### src/shared/slot_monitor_pkg.sv
package slot_monitor_pkg;
	// ==========================================
	// Register indices and byte addresses
	localparam logic [7:0] IDX_COMMON_FOUR = 8'ha8;
	localparam logic [7:0] IDX_TX_MONITOR = 8'ha9;
	localparam logic [7:0] IDX_COMMON_FIVE = 8'haa;
	localparam logic [11:0] ADDR_COMMON_FOUR = {2'h0, IDX_COMMON_FOUR, 2'h0};
	localparam logic [11:0] ADDR_TX_MONITOR = {2'h0, IDX_TX_MONITOR, 2'h0};
	localparam logic [11:0] ADDR_COMMON_FIVE = {2'h0, IDX_COMMON_FIVE, 2'h0};
	localparam int ADDR_W = 12;
	// ==========================================
	// Field layout
	localparam int CH_W = 5;
	localparam int OCTET_W = 8;
	localparam int LOOP_BIT = 7;
	localparam int RX_ALIGN_BIT = 6;
	localparam int TX_ALIGN_BIT = 5;
	localparam int CH_LSB = 0;
	localparam logic [7:0] CTRL_RESET = 8'h00;
	localparam logic [4:0] CH_RESET = 5'h00;
	localparam logic [2:0] LAST_BIT_OF_SLOT = 3'h7;
	localparam int BIT_POS_W = 8;
	// ==========================================
	// Bus encodings
	localparam logic [1:0] HTRANS_NONSEQ = 2'h2;
	localparam logic HRESP_OKAY = 1'h0;
	localparam logic [31:0] RDATA_ZERO = 32'h00000000;
endpackage

### src/shared/slot_mon_if.sv
`timescale 1ns/1ps
interface slot_mon_if;
	logic [4:0] sel;
	logic [7:0] octet;
	logic fresh;
	modport ctrl (output sel, input octet, input fresh);
	modport cap (input sel, output octet, output fresh);
endinterface

### src/verilog/tx_slot_capture.sv
`timescale 1ns/1ps
module tx_slot_capture (
	// Clock and reset
	input wire logic clk,
	input wire logic rst_n,
	// Transmit bit stream
	input wire logic tx_bit,
	input wire logic tx_bit_en,
	input wire logic tx_frame_start,
	// Monitor link
	slot_mon_if.cap mon
);
	import slot_monitor_pkg::*;

	logic [BIT_POS_W-1:0] pos_r;
	logic [BIT_POS_W-1:0] pos_cur;
	logic [OCTET_W-2:0] shift_r;
	logic [OCTET_W-1:0] octet_r;
	logic fresh_r;
	logic hit;

	// Frame start marks bit 0 of slot 0
	assign pos_cur = tx_frame_start ? '0 : pos_r;
	assign hit = tx_bit_en && (pos_cur[BIT_POS_W-1:3] == mon.sel);

	always_ff @(posedge clk) begin
		if (!rst_n) begin
			pos_r <= '0;
		end else if (tx_bit_en) begin
			pos_r <= pos_cur + 1'b1;
		end
	end

	// first bit ends in MSB
	always_ff @(posedge clk) begin
		if (!rst_n) begin
			shift_r <= '0;
		end else if (hit) begin
			shift_r <= {shift_r[OCTET_W-3:0], tx_bit};
		end
	end

	// refresh once per frame
	always_ff @(posedge clk) begin
		if (!rst_n) begin
			octet_r <= CTRL_RESET;
			fresh_r <= 1'b0;
		end else begin
			fresh_r <= hit && (pos_cur[2:0] == LAST_BIT_OF_SLOT);
			if (hit && (pos_cur[2:0] == LAST_BIT_OF_SLOT)) begin
				octet_r <= {shift_r, tx_bit};
			end
		end
	end

	assign mon.octet = octet_r;
	assign mon.fresh = fresh_r;

	// first bit enters shift head
	property p_first_bit_msb;
		@(posedge clk) disable iff (!rst_n)
		hit && pos_cur[2:0] == '0 |=> shift_r[0] == $past(tx_bit);
	endproperty
	a_first_bit_msb: assert property (p_first_bit_msb)
		else $error("first slot bit not captured");
	// refresh at last bit only
	property p_fresh_cause;
		@(posedge clk) disable iff (!rst_n)
		fresh_r |-> $past(hit) && $past(pos_cur[2:0]) == LAST_BIT_OF_SLOT;
	endproperty
	a_fresh_cause: assert property (p_fresh_cause)
		else $error("monitor refreshed outside selected slot");
	// octet holds shifted bits in order
	property p_octet_order;
		@(posedge clk) disable iff (!rst_n)
		fresh_r |-> octet_r[0] == $past(tx_bit)
			&& octet_r[7:1] == $past(shift_r);
	endproperty
	a_octet_order: assert property (p_octet_order)
		else $error("monitor octet not in transmission order");
endmodule // tx_slot_capture

### src/verilog/slot_monitor_loopback_ctrl.sv
`timescale 1ns/1ps
// Notes on behaviour
// Control four bit 7 enables remote loopback
// Software writes zero to bits 6,5
// Bits 4..0 pick transmit monitored slot
// Selected transmit octet readable at A9
// Bit 7 first sent, bit 0 last
// Control five: rx align, tx align, channel
// Align rising edge realigns if too close
// Software toggles align after clock stable
// Monitor refreshed every frame at slot
module slot_monitor_loopback_ctrl (
	// Clock and reset
	input wire logic clk,
	input wire logic rst_n,
	// AHB-Lite slave
	input wire logic hsel,
	input wire logic [31:0] haddr,
	input wire logic [1:0] htrans,
	input wire logic hwrite,
	input wire logic [2:0] hsize,
	input wire logic [31:0] hwdata,
	input wire logic hready,
	output logic hreadyout,
	output logic hresp,
	output logic [31:0] hrdata,
	// Transmit bit stream
	input wire logic tx_bit,
	input wire logic tx_bit_en,
	input wire logic tx_frame_start,
	// Elastic store status
	input wire logic rx_store_close,
	input wire logic tx_store_close,
	// Control outputs
	output logic remote_loopback_en,
	output logic [slot_monitor_pkg::CH_W-1:0] rx_channel_select,
	output logic rx_store_realign,
	output logic tx_store_realign
);
	import slot_monitor_pkg::*;

	// ==========================================
	// Address decode
	typedef enum logic [1:0] {
		REG_NONE = 2'h0,
		REG_FOUR = 2'h1,
		REG_MON = 2'h3,
		REG_FIVE = 2'h2
	} reg_sel_t;

	function automatic reg_sel_t decode(input logic [ADDR_W-1:0] a);
		case (a)
			ADDR_COMMON_FOUR: decode = REG_FOUR;
			ADDR_TX_MONITOR: decode = REG_MON;
			ADDR_COMMON_FIVE: decode = REG_FIVE;
			default: decode = REG_NONE;
		endcase
	endfunction

	slot_mon_if mon ();

	logic loop_r;
	logic [CH_W-1:0] tx_sel_r;
	logic rx_align_r;
	logic tx_align_r;
	logic rx_align_prev_r;
	logic tx_align_prev_r;
	logic [CH_W-1:0] rx_sel_r;
	logic wr_pend_r;
	reg_sel_t wr_reg_r;
	logic [31:0] rdata_r;
	logic rdata_nxt;
	logic addr_phase;
	logic wr_four;
	logic wr_five;
	logic [7:0] four_val;
	logic [7:0] five_val;

	assign addr_phase = hsel && hready && (htrans == HTRANS_NONSEQ);
	assign wr_four = wr_pend_r && (wr_reg_r == REG_FOUR);
	assign wr_five = wr_pend_r && (wr_reg_r == REG_FIVE);
	assign hreadyout = 1'b1;
	assign hresp = HRESP_OKAY;
	assign rdata_nxt = addr_phase && !hwrite;

	// ==========================================
	// Bus slave state
	always_ff @(posedge clk) begin
		if (!rst_n) begin
			wr_pend_r <= 1'b0;
			wr_reg_r <= REG_NONE;
		end else begin
			wr_pend_r <= addr_phase && hwrite;
			wr_reg_r <= decode(haddr[ADDR_W-1:0]);
		end
	end

	// Reserved bits read as zero
	assign four_val = {loop_r, 2'h0, tx_sel_r};
	assign five_val = {1'b0, rx_align_r, tx_align_r, rx_sel_r};

	// monitor readable at A9
	always_ff @(posedge clk) begin
		if (!rst_n) begin
			rdata_r <= RDATA_ZERO;
		end else if (rdata_nxt) begin
			case (decode(haddr[ADDR_W-1:0]))
				REG_FOUR: rdata_r <= {24'h000000, four_val};
				REG_MON: rdata_r <= {24'h000000, mon.octet};
				REG_FIVE: rdata_r <= {24'h000000, five_val};
				default: rdata_r <= RDATA_ZERO;
			endcase
		end
	end
	assign hrdata = rdata_r;

	// ==========================================
	// Common control four
	// loopback bit
	always_ff @(posedge clk) begin
		if (!rst_n) begin
			loop_r <= CTRL_RESET[LOOP_BIT];
		end else if (wr_four) begin
			loop_r <= hwdata[LOOP_BIT];
		end
	end

	// transmit slot select
	always_ff @(posedge clk) begin
		if (!rst_n) begin
			tx_sel_r <= CH_RESET;
		end else if (wr_four) begin
			tx_sel_r <= hwdata[CH_LSB +: CH_W];
		end
	end

	// ==========================================
	// Common control five
	// align bits and rx select
	always_ff @(posedge clk) begin
		if (!rst_n) begin
			rx_align_r <= CTRL_RESET[RX_ALIGN_BIT];
			tx_align_r <= CTRL_RESET[TX_ALIGN_BIT];
			rx_sel_r <= CH_RESET;
		end else if (wr_five) begin
			rx_align_r <= hwdata[RX_ALIGN_BIT];
			tx_align_r <= hwdata[TX_ALIGN_BIT];
			rx_sel_r <= hwdata[CH_LSB +: CH_W];
		end
	end

	// rising edge detect
	always_ff @(posedge clk) begin
		if (!rst_n) begin
			rx_align_prev_r <= 1'b0;
			tx_align_prev_r <= 1'b0;
		end else begin
			rx_align_prev_r <= rx_align_r;
			tx_align_prev_r <= tx_align_r;
		end
	end

	// realign only if too close
	assign rx_store_realign = rx_align_r && !rx_align_prev_r
		&& rx_store_close;
	assign tx_store_realign = tx_align_r && !tx_align_prev_r
		&& tx_store_close;

	assign remote_loopback_en = loop_r;
	assign rx_channel_select = rx_sel_r;
	assign mon.sel = tx_sel_r;

	// ==========================================
	// Slot capture
	tx_slot_capture u_capture (
		.clk(clk),
		.rst_n(rst_n),
		.tx_bit(tx_bit),
		.tx_bit_en(tx_bit_en),
		.tx_frame_start(tx_frame_start),
		.mon(mon.cap)
	);

	// ==========================================
	// Checks
	property p_loop_write;
		@(posedge clk) disable iff (!rst_n)
		wr_four |=> remote_loopback_en == $past(hwdata[LOOP_BIT]);
	endproperty
	a_loop_write: assert property (p_loop_write)
		else $error("loopback enable does not follow write");

	property p_loop_hold;
		@(posedge clk) disable iff (!rst_n)
		!wr_four |=> $stable(remote_loopback_en);
	endproperty
	a_loop_hold: assert property (p_loop_hold)
		else $error("loopback enable changed without write");

	property p_sel_write;
		@(posedge clk) disable iff (!rst_n)
		wr_four |=> mon.sel == $past(hwdata[4:0]);
	endproperty
	a_sel_write: assert property (p_sel_write)
		else $error("transmit selector does not follow write");

	property p_mon_read;
		@(posedge clk) disable iff (!rst_n)
		rdata_nxt && haddr[ADDR_W-1:0] == ADDR_TX_MONITOR
		|=> hrdata == {24'h000000, $past(mon.octet)};
	endproperty
	a_mon_read: assert property (p_mon_read)
		else $error("monitor read returned wrong octet");

	property p_five_read;
		@(posedge clk) disable iff (!rst_n)
		rdata_nxt && haddr[ADDR_W-1:0] == ADDR_COMMON_FIVE
		|=> hrdata[7] == 1'b0 && hrdata[4:0] == rx_channel_select;
	endproperty
	a_five_read: assert property (p_five_read)
		else $error("control five read back wrong");

	property p_rx_realign;
		@(posedge clk) disable iff (!rst_n)
		wr_five && hwdata[RX_ALIGN_BIT] && !rx_align_r
		##1 rx_store_close |-> rx_store_realign ##1 !rx_store_realign;
	endproperty
	a_rx_realign: assert property (p_rx_realign)
		else $error("receive realign not a single pulse");

	property p_tx_realign_cause;
		@(posedge clk) disable iff (!rst_n)
		tx_store_realign |-> tx_store_close && $rose(tx_align_r);
	endproperty
	a_tx_realign_cause: assert property (p_tx_realign_cause)
		else $error("transmit realign without rising command");

	property p_mon_stable;
		@(posedge clk) disable iff (!rst_n)
		!mon.fresh |-> $stable(mon.octet);
	endproperty
	a_mon_stable: assert property (p_mon_stable)
		else $error("monitor octet changed without refresh");

	property p_ready;
		@(posedge clk) disable iff (!rst_n)
		hreadyout && hresp == HRESP_OKAY;
	endproperty
	a_ready: assert property (p_ready)
		else $error("slave not ready or not okay");
endmodule // slot_monitor_loopback_ctrl

### config.mk
export PLATFORM = sky130hd
export DESIGN_NAME = slot_monitor_loopback_ctrl
export DESIGN_NICKNAME = d
export VERILOG_FILES = /design/src/shared/slot_monitor_pkg.sv /design/src/shared/slot_mon_if.sv /design/src/verilog/tx_slot_capture.sv /design/src/verilog/slot_monitor_loopback_ctrl.sv
export SDC_FILE = /design/constraint.sdc
export NUM_CORES = 1
export LEC_CHECK = 0
export ABC_AREA = 0
export BUFFER_PORTS_ARGS = -buffer_cell sky130_fd_sc_hd__buf_2
export CORE_ASPECT_RATIO = 0.7
export CORE_MARGIN = 1
export CORE_UTILIZATION = 46
export DETAILED_ROUTE_END_ITERATION = 16
export PLACE_DENSITY = 0.8
export SYNTH_ARGS = -nofsm -noshare
export SYNTH_HDL_FRONTEND = slang
export SYNTH_HIERARCHICAL = 1
export SYNTH_SLANG_ARGS = --single-unit
### constraint.sdc
create_clock -name clk -period 2 [get_ports clk]
set_clock_uncertainty 0.2 [all_clocks]
set_input_delay 0.3 -clock clk [delete_from_list [all_inputs] [get_ports clk]]
set_output_delay 0.3 -clock clk [all_outputs]
set_load 0.1 [all_outputs]
Word-level counts from Yosys, hierarchy flattened
Cells that the tools add are included.
Storage, ports and cells
  flip-flop bits (word level): 73
  input bits: 79
  output and inout port bits: 42
Operators by class
  $add $sub $neg: 1
  equality and inequality tests: 11
  muxes and demuxes: 5
  reductions and logical operators: 15
Operators with widths (number)
  12-bit by 10-bit equality test with 1-bit output, second input constant: 3
  8-bit one-hot mux with 3 select lines: 1
  1-bit logical AND: 12
  8-bit by 1-bit adder with 8-bit output, second input constant: 1
  2-bit equality test, second input constant: 4
  8-bit two-way mux: 1
  2-bit one-hot mux with 3 select lines: 1
  5-bit equality test: 1
  2-bit by 1-bit equality test with 1-bit output, second input constant: 2
  2-bit two-way mux: 2
  3-bit equality test, second input constant: 1
  1-bit zero test: 3

Logic depth before layout (Yosys ltp)
Gate-level depths: netlist of run 1.
  depth in word-level cells: 7
  gate-level depth with buffers: 8
  mapped depth without buffers: 7

Hierarchy
Netlist of run 1, hierarchy kept.
By module, submodules not included
  slot_monitor_loopback_ctrl: times used 1, cells an instance 138, area an instance 1417.6 um2
  tx_slot_capture: times used 1, cells an instance 118, area an instance 1098.6 um2

Least setup slack after synthesis of run 1
Ideal clock, no wire load.
  kind: in2reg
  start point: in tx_frame_start
  end point: reg u_capture.pos_r[6]
  library setup time: 65 ps
  arrival: 1510 ps
  setup slack: 224 ps
  stages: 8
  cells stage by stage: clkbuf_1 > nor2b_1 > ha_1 > and3_1 > and3_2 > o21ai_0 > a22oi_1 > nor2b_1
On the way
  cells in the longest elaborated chain, start to end: 2
RTL lines
  start, declared: RTL line slot_monitor_loopback_ctrl.sv:30  | input wire logic tx_frame_start,
  8-bit two-way mux: RTL line tx_slot_capture.sv:23  | assign pos_cur = tx_frame_start ? '0 : pos_r;
  8-bit by 1-bit adder with 8-bit output: RTL line tx_slot_capture.sv:30  | pos_r <= pos_cur + 1'b1;
  end signal, assigned: RTL line tx_slot_capture.sv:30
  end, declared: RTL line tx_slot_capture.sv:15  | logic [BIT_POS_W-1:0] pos_r;
Every way passes these cells.
A chain may end at the register's enable or synchronous reset.

Final worst setup path of run 1
  start point: reg tx_sel_r[4], in the netlist mon.sel[4]
  end point: reg u_capture.octet_r[2], in the netlist u_capture/mon.octet[2]
On the way
  cells in the longest elaborated chain, start to end: 3
RTL lines
  start, declared: RTL line slot_monitor_loopback_ctrl.sv:63  | logic [CH_W-1:0] tx_sel_r;
  start signal, assigned: RTL line slot_monitor_loopback_ctrl.sv:133  | tx_sel_r <= hwdata[CH_LSB +: CH_W];
  5-bit equality test: RTL line tx_slot_capture.sv:24  | assign hit = tx_bit_en && (pos_cur[BIT_POS_W-1:3] == mon.sel);
  1-bit logical AND: RTL line tx_slot_capture.sv:24
  1-bit logical AND: RTL line tx_slot_capture.sv:50  | if (hit && (pos_cur[2:0] == LAST_BIT_OF_SLOT)) begin
  end signal, assigned: RTL line tx_slot_capture.sv:51  | octet_r <= {shift_r, tx_bit};
  end, declared: RTL line tx_slot_capture.sv:18  | logic [OCTET_W-1:0] octet_r;
Every way passes these cells.

==> out/results.ini, run 1 <==
[setup_path]
r2r-end = u_capture/mon.octet[2]
cp.required_ns = 2.02
worstRegToRegCells = 6
critPathArrivalTime_ns = 1.88
rr_startpoint = mon.sel[4]
critical_path_class = flip-flop to flip-flop
crit_path_end_kind = flip-flop
ff2ff_setup_slack_ns = 0.15
crit_chain = and4bb_1 -> a31oi_1 -> o21a_1 -> nor4b_2 -> buf_4 -> mux2i_1
cpPeakStageDelay_ns = 0.33
crit_slowest_cell = dfxtp_1
crit_fanout = 8
critPathLaunchType = flip-flop

[grt]
antenna_found_initial = 0
grt_overflow = 0
grt_pass1_wl_um = 8360
track_usage_pct = 18.6
grt_max_degree = 32
grt_pass1_vias = 1739

[timing]
min_period_ns = 1.85
setup_slack_ns = 0.146
maxSlewViolCount = 0
fin_crit_sh_pct = 92.7
rsz0062_at_grt = false
worst_pin_slew_ns = 0.501
max_clock_freq_ghz = 0.539
tns_ns = 0
relSlewSlack_pct = 66.5
finalSetupViolations = 0
whs_ns = 0.0584
hold_viol_final = 0

[clock_tree]
cts.path.max_buffers = 2
tritoncts.num_buffers = 5
clk_latency_ns = 0.30
htreeDepth = 2
cts_tree = yes
cts_root_buffer = clkbuf_8
cts_resized = 0
cts.clk_slew.worst_paths_ns = 0.08
post_cts_buffers = 0
cts_num_sinks = 49
holdBufCountCts = 0

[floorplanning]
die_w_um = 89.9
io_pins = 121
coreArea_um2 = 4990
dieArea_um2 = 5720
rows = 21
start_util_pct = 49.9
die_h_um = 63.6

[route]
drt-pass1-iter-count = 4
routed_wl_um = 5110
via_per_inst = 4.97
wl_per_cell_um = 13.9
vias = 1830
ant_nets = 0
drc_errors = 0
dr.first_iter.drc_count = 89

[placement]
port_buffers = 47
dpl_worst_slack_ns = 0.0200
place_hpwl_um = 3900
gp_congestion = 0.777

[pwr]
ir_worst_vdd_uv = 448
powerDensity_nw_per_um2 = 686
leakage_nw = 1.26
totalPowerFinal_mw = 1.89

[hold_path]
min_path_type = input pin to flip-flop
hold_depth = 3
min_to = remote_loopback_en
worstHoldStart = hwdata[7]

[job]
drv_cap = 0

[synthesis]
synthesis.area_um2 = 2490
syn_inst = 254
ys_warn_count = 6
syn_avg_cell_area_um2 = 9.80

[layout]
layout_common_cells = 48 x dfxtp_1, 47 x buf_2, 37 x mux2i_1
nFillCells = 472
antennaDiodeCount = 0
layout-drive-gt1-share_pct = 23.1
final_core_util_pct = 55.3
layout_commonest_cell = dfxtp_1
synthToLayoutAreaGrowth_pct = 10.9
nets = 380

[run_status]
status = finished clean

-- report_power, final --
part	leakage [nW]	total (mW)	internal (mW)	switching, mW
sequential	0.396	0.982	0.980	0.00256
combinational	0.823	0.333	0.0589	0.274
clock	0.0443	0.580	0.275	0.305
total	1.26	1.89	1.31	0.582
-- stage by stage --
stage / cell area (um2) / instances
floorplan: 2580 / 278
global placement: 2670 / 361
detailed placement: 2670 / 361
CTS: 2760 / 368
global route: 2760 / 368
finish: 2760 / 368
-- routing by layer --
layer	routed length, um	vias up	GRT usage, %
met4	42	0	5.85
met3	292	5	4.83
li1	-	918	-
met2	2240	59	28.5
met1	2530	848	25.7
met5	0	-	0
-- area by class of cell --
| class | instances | area, um2 | area share (%) |
|---|---|---|---|
| clock buffers | 7 | 86.3 | 3.13 |
| inverters | 1 | 3.75 | 0.136 |
| multi-input cells | 187 | 1290 | 46.9 |
| flip-flops and latches | 49 | 982 | 35.6 |
| well taps | 69 | 86.3 | 3.13 |
| repair buffers | 55 | 308 | 11.1 |
-- worst max-delay path by stage --
| stage | start | endpoint | slack (ns) | cells after the start |
|---|---|---|---|---|
| final | mon.sel[4] | u_capture/mon.octet[2] | 0.15 | 6 |
| after global routing | u_capture/pos_r[4] | u_capture/mon.octet[7] | 0.03 | 6 |
| after CTS | mon.sel[1] | u_capture/shift_r[0] | 0.02 | 5 |
| after detailed placement | tx_frame_start | u_capture/shift_r[0] | 0.02 | 6 |
| after global placement | tx_frame_start | u_capture/shift_r[0] | 0.06 | 6 |
| after floorplan | tx_frame_start | u_capture/pos_r[6] | 0.22 | 8 |
-- sequential cells by signal (all words and copies together) (netlist names) --
name and flops:
u_capture/shift_r 7, rx_channel_select 5, u_capture/mon.octet 8, wr_pend_r 1, u_capture/pos_r 8, wr_reg_r 2, tx_align_prev_r 1, mon.sel 5
remote_loopback_en 1, tx_align_r 1, rx_align_r 1, hrdata 8, rx_align_prev_r 1
-- critical path, delay by kind of cell, from the launching register on --
kind            cells  cell delay (ns)
simple gates        2             0.54
flops               1             0.33
compound gates      2             0.25
buf+inv             1             0.23
mux                 1             0.22
No activity file was read; power rests on OpenSTA's default activity.
==> run 2, diff against run 1 <==
- RECOVER_POWER: default -> 25
==> out/results.ini, run 2 (synthesis results as in run 1) <==
[setup_path]
worstRegToRegCells = 6
crit_fanout = 8
cpPeakStageDelay_ns = 0.33
critPathArrivalTime_ns = 1.87
critPathLaunchType = flip-flop
crit_slowest_cell = dfxtp_1
worst-path-buf-inv = 1
cp.required_ns = 2.02
crit_chain = and4bb_1 -> a31oi_1 -> o21a_1 -> nor4b_2 -> buf_4 -> mux2i_1
crit_path_end_kind = flip-flop
crit_cells = 6
critPathTopFamily = simple AND/OR/NAND/NOR gates
critical_path_class = flip-flop to flip-flop

[route]
ant_nets = 0
via_per_inst = 5.00
routed_wl_um = 5100
wl_per_cell_um = 13.9
vias = 1840
dr.first_iter.drc_count = 102
drc_errors = 0
drt-pass1-iter-count = 4

[pwr]
powerDensity_nw_per_um2 = 690
swShare_pct = 30.6
p_comb_share_pct = 17.4
power.internal_mw = 1.31
clockPowerShare_pct = 30.6
leakage_nw = 1.24
seqPwrFrac_pct = 52.0
ir_worst_vdd_uv = 449
power_switching_mw = 0.579

[clock_tree]
cts_num_sinks = 49
clk_latency_ns = 0.30
cts_root_buffer = clkbuf_8
cts.clk_slew.worst_paths_ns = 0.08
htreeDepth = 2
post_cts_buffers = 0
holdBufCountCts = 0
tritoncts.num_buffers = 5
cts_resized = 0
cts.path.max_buffers = 2
cts_tree = yes

[timing]
hold_viol_final = 0
tns_ns = 0
rsz0062_at_grt = false
relSlewSlack_pct = 57.5
setup_slack_ns = 0.147
worst_pin_slew_ns = 0.637
maxSlewViolCount = 0
finalSetupViolations = 0
fin_crit_sh_pct = 92.6
min_period_ns = 1.85
max_clock_freq_ghz = 0.540

[grt]
antenna_found_initial = 0
grt_pass1_vias = 1739
track_usage_pct = 18.6
grt_max_degree = 32
grt_overflow = 0
grt_pass1_wl_um = 8360

[floorplanning]
dieArea_um2 = 5720
start_util_pct = 49.9
die_w_um = 89.9
die_h_um = 63.6
rows = 21
coreArea_um2 = 4990
io_pins = 121

[hold_path]
hold_depth = 3
min_path_type = input pin to flip-flop

[layout]
synthToLayoutAreaGrowth_pct = 10.0
layout-drive-gt1-share_pct = 22.4
layout_commonest_cell = dfxtp_1
final_core_util_pct = 54.9
antennaDiodeCount = 0
stdcell_count = 368
design_area_um2 = 2740
nets = 380
layout_common_cells = 48 x dfxtp_1, 46 x buf_2, 37 x mux2i_1

[placement]
gp_congestion = 0.777
place_hpwl_um = 3900
dpl.cell_count = 361
dpl_worst_slack_ns = 0.0200
placed_cell_area_um2 = 2670
port_buffers = 47

[run_status]
status = finished clean

[job]
drv_cap = 0

-- run 2: power by group through the flow --
| stage | Combinational, mW | Clock, mW | Sequential, mW |
|---|---|---|---|
| 3_5_place_dp | 0.331 | 0 | 1.01 |
| 2_1_floorplan | 0.326 | 0 | 1.00 |
| 3_3_place_gp | 0.327 | 0 | 1.01 |
| 5_1_grt | 0.343 | 0.636 | 0.983 |
| 4_1_cts | 0.331 | 0.593 | 0.982 |
| 6_report | 0.329 | 0.578 | 0.982 |
-- run 2: cell type report --
class | count | area, um2
clock buffer | 7 | 86.3
timing repair buffer | 55 | 292
tap | 69 | 86.3
inverter | 1 | 3.75
fill | 475 | 2250
multi-input combinational | 187 | 1290
sequential | 49 | 982
-- run 2: worst register-to-register path: stages, from the launching register on --
cell and delay (ns):
dfxtp_1 0.33, and4bb_1 0.27, a31oi_1 0.04, o21a_1 0.21, nor4b_2 0.27, buf_4 0.23, mux2i_1 0.22
-- run 2: path summary, 6_finish.rpt --
| path | from | end | slack, ns |
|---|---|---|---|
| max | mon.sel[4] | u_capture/mon.octet[2] | 0.15 |
| min | hwdata[7] | remote_loopback_en | 0.06 |
| max reg2reg | mon.sel[4] | u_capture/mon.octet[2] | 0.15 |
| min reg2reg | u_capture/mon.octet[0] | u_capture/mon.octet[0] | 0.27 |
-- run 2: metal layers --
| metal | part of all wire, % | global-route usage, % | vias to the layer above | routed length (um) |
|---|---|---|---|---|
| met2 | 44 | 28.5 | 61 | 2230 |
| met1 | 50 | 25.7 | 850 | 2540 |
| met4 | 0.82 | 5.85 | 0 | 42 |
| met5 | 0 | 0 | - | 0 |
| met3 | 5.8 | 4.83 | 5 | 295 |
| li1 | - | - | 924 | - |
-- run 2: metrics by stage --
| step | hold WS [ns] | power [mW] |
|---|---|---|
| after floorplan | 0.228 | 1.33 |
| after global placement | 0.246 | 1.33 |
| after detailed placement | 0.250 | 1.34 |
| after CTS | 0.0534 | 1.91 |
| after global routing | 0.0635 | 1.96 |
| final | 0.0579 | 1.89 |
==> run 3, diff against run 2 <==
- ABC_AREA: 0 -> 1
- CORE_UTILIZATION: 46 -> 47
==> out/results.ini, run 3 <==
[run_status]
status = finished clean

[clock_tree]
post_cts_buffers = 0
cts_resized = 0
tritoncts.num_buffers = 5
clk_latency_ns = 0.29
holdBufCountCts = 0
cts_num_sinks = 49
cts.clk_slew.worst_paths_ns = 0.08
cts.path.max_buffers = 2
htreeDepth = 2
cts_tree = yes
cts_root_buffer = clkbuf_8

[setup_path]
crit_path_end_kind = primary output
critical_path_class = flip-flop to primary output
cp.required_ns = 1.50
critPathLaunchType = flip-flop
worstRegToRegCells = 8
ff2ff_setup_slack_ns = 0.34
crit_fanout = 4
r2r-end = u_capture/pos_r[6]
critPathArrivalTime_ns = 1.26
crit_start = rx_align_r
rr_startpoint = u_capture/pos_r[0]
endpoint = rx_store_realign

[placement]
dpl.cell_count = 478
gp_congestion = 0.820
port_buffers = 47
place_hpwl_um = 4190

[grt]
track_usage_pct = 19.4
grt_pass1_wl_um = 9180
grt_overflow = 0
grt_pass1_vias = 2090
grt_max_degree = 22
antenna_found_initial = 0

[route]
ant_nets = 0
wl_per_cell_um = 11.0
vias = 2358
routed_wl_um = 5350
drt-pass1-iter-count = 4
via_per_inst = 4.86
dr.first_iter.drc_count = 118
drc_errors = 0

[timing]
hold_viol_final = 0
relSlewSlack_pct = 43.1
rsz0062_at_grt = false
finalSetupViolations = 0
fin_crit_sh_pct = 88.2
worst_pin_slew_ns = 0.854
min_period_ns = 1.76
max_clock_freq_ghz = 0.567
maxSlewViolCount = 0
tns_ns = 0

[floorplanning]
start_util_pct = 49.5
rows = 22
die_h_um = 64.4
dieArea_um2 = 5870
io_pins = 121
die_w_um = 91.1
coreArea_um2 = 5290

[pwr]
p_comb_share_pct = 18.0
power_switching_mw = 0.614
seqPwrFrac_pct = 51.5
powerDensity_nw_per_um2 = 659
leakage_nw = 1.41
power.internal_mw = 1.30
swShare_pct = 32.0
ir_worst_vdd_uv = 283
clockPowerShare_pct = 30.6

[layout]
stdcell_count = 485
synthToLayoutAreaGrowth_pct = 11.2
antennaDiodeCount = 0
nFillCells = 518
layout_commonest_cell = nand2_1
nets = 494
layout-drive-gt1-share_pct = 22.5
layout_common_cells = 72 x nand2_1, 49 x dfxtp_1, 48 x nand3_1

[synthesis]
synthesis.area_um2 = 2610
syn_avg_cell_area_um2 = 7.20
ys_warn_count = 6
syn_inst = 363

[hold_path]
min_path_type = input pin to flip-flop

[job]
drv_cap = 0

==> run 3: changes by cell type in the layout (fill, tap and decap cells not counted), sizes merged, moves of 5 or more <==
cell | before | now
nand2 | 22 | 77
nor2 | 10 | 60
nand3 | 1 | 50
mux2i | 37 | 0
inv | 1 | 36
nor2b | 23 | 0
a21oi | 1 | 18
o21ai | 4 | 19
o211ai | 10 | 0
o31ai | 8 | 0
a22oi | 5 | 0
a2bb2oi | 5 | 0
==> run 3: worst min path at each step <==
stage / slack, ns / cells past startpoint / to / start
floorplan: 0.19 / 1 / u_capture/pos_r[0] / tx_bit_en
global placement: 0.25 / 2 / u_capture/pos_r[2] / u_capture/pos_r[2]
detailed placement: 0.25 / 2 / u_capture/pos_r[2] / u_capture/pos_r[2]
CTS: 0.02 / 3 / rx_align_r / hwdata[6]
global route: 0.04 / 3 / rx_channel_select[0] / hwdata[0]
finish: 0.02 / 3 / rx_align_r / hwdata[6]
==> run 3: power by group through the flow <==
stage	combinational, mW	clock (mW)	sequential (mW)
6_report	0.344	0.586	0.987
5_1_grt	0.362	0.642	0.988
4_1_cts	0.346	0.598	0.986
3_5_place_dp	0.346	0	1.01
3_3_place_gp	0.341	0	1.01
2_1_floorplan	0.329	0	1.01
==> run 3: metal layers <==
metal | GRT usage [%] | wire length [um]
met4 | 4.76 | 51
met5 | 0 | 0
met2 | 30.8 | 2320
met3 | 4.64 | 410
met1 | 26.5 | 2570
==> run 3: layout make-up <==
cell class	count	area, um2	area share [%]
clock buffer	7	86.3	2.97
inverter	37	140	4.82
multi-input combinational	268	1350	46.3
sequential	49	981	33.7
tap	72	90.1	3.10
timing repair buffer	52	264	9.08
==> run 3: critical path: stages (launching register included) <==
cell     delay [ns]
dfxtp_1        0.38
nand2_1        0.08
nor2_2         0.08
buf_2          0.42
==> run 3: per-stage QoR <==
step	power, mW	area, um2	utilization (%)	worst slack, ns	hold slack (ns)
3_3_place_gp	1.35	2830	53.6	0.200	0.246
3_5_place_dp	1.36	2830	53.6	0.161	0.253
2_1_floorplan	1.34	2710	-	0.311	0.190
6_report	1.92	2910	55.0	0.236	0.0235
4_1_cts	1.93	2920	55.2	0.231	0.0206
5_1_grt	1.99	2910	55.0	0.164	0.0433
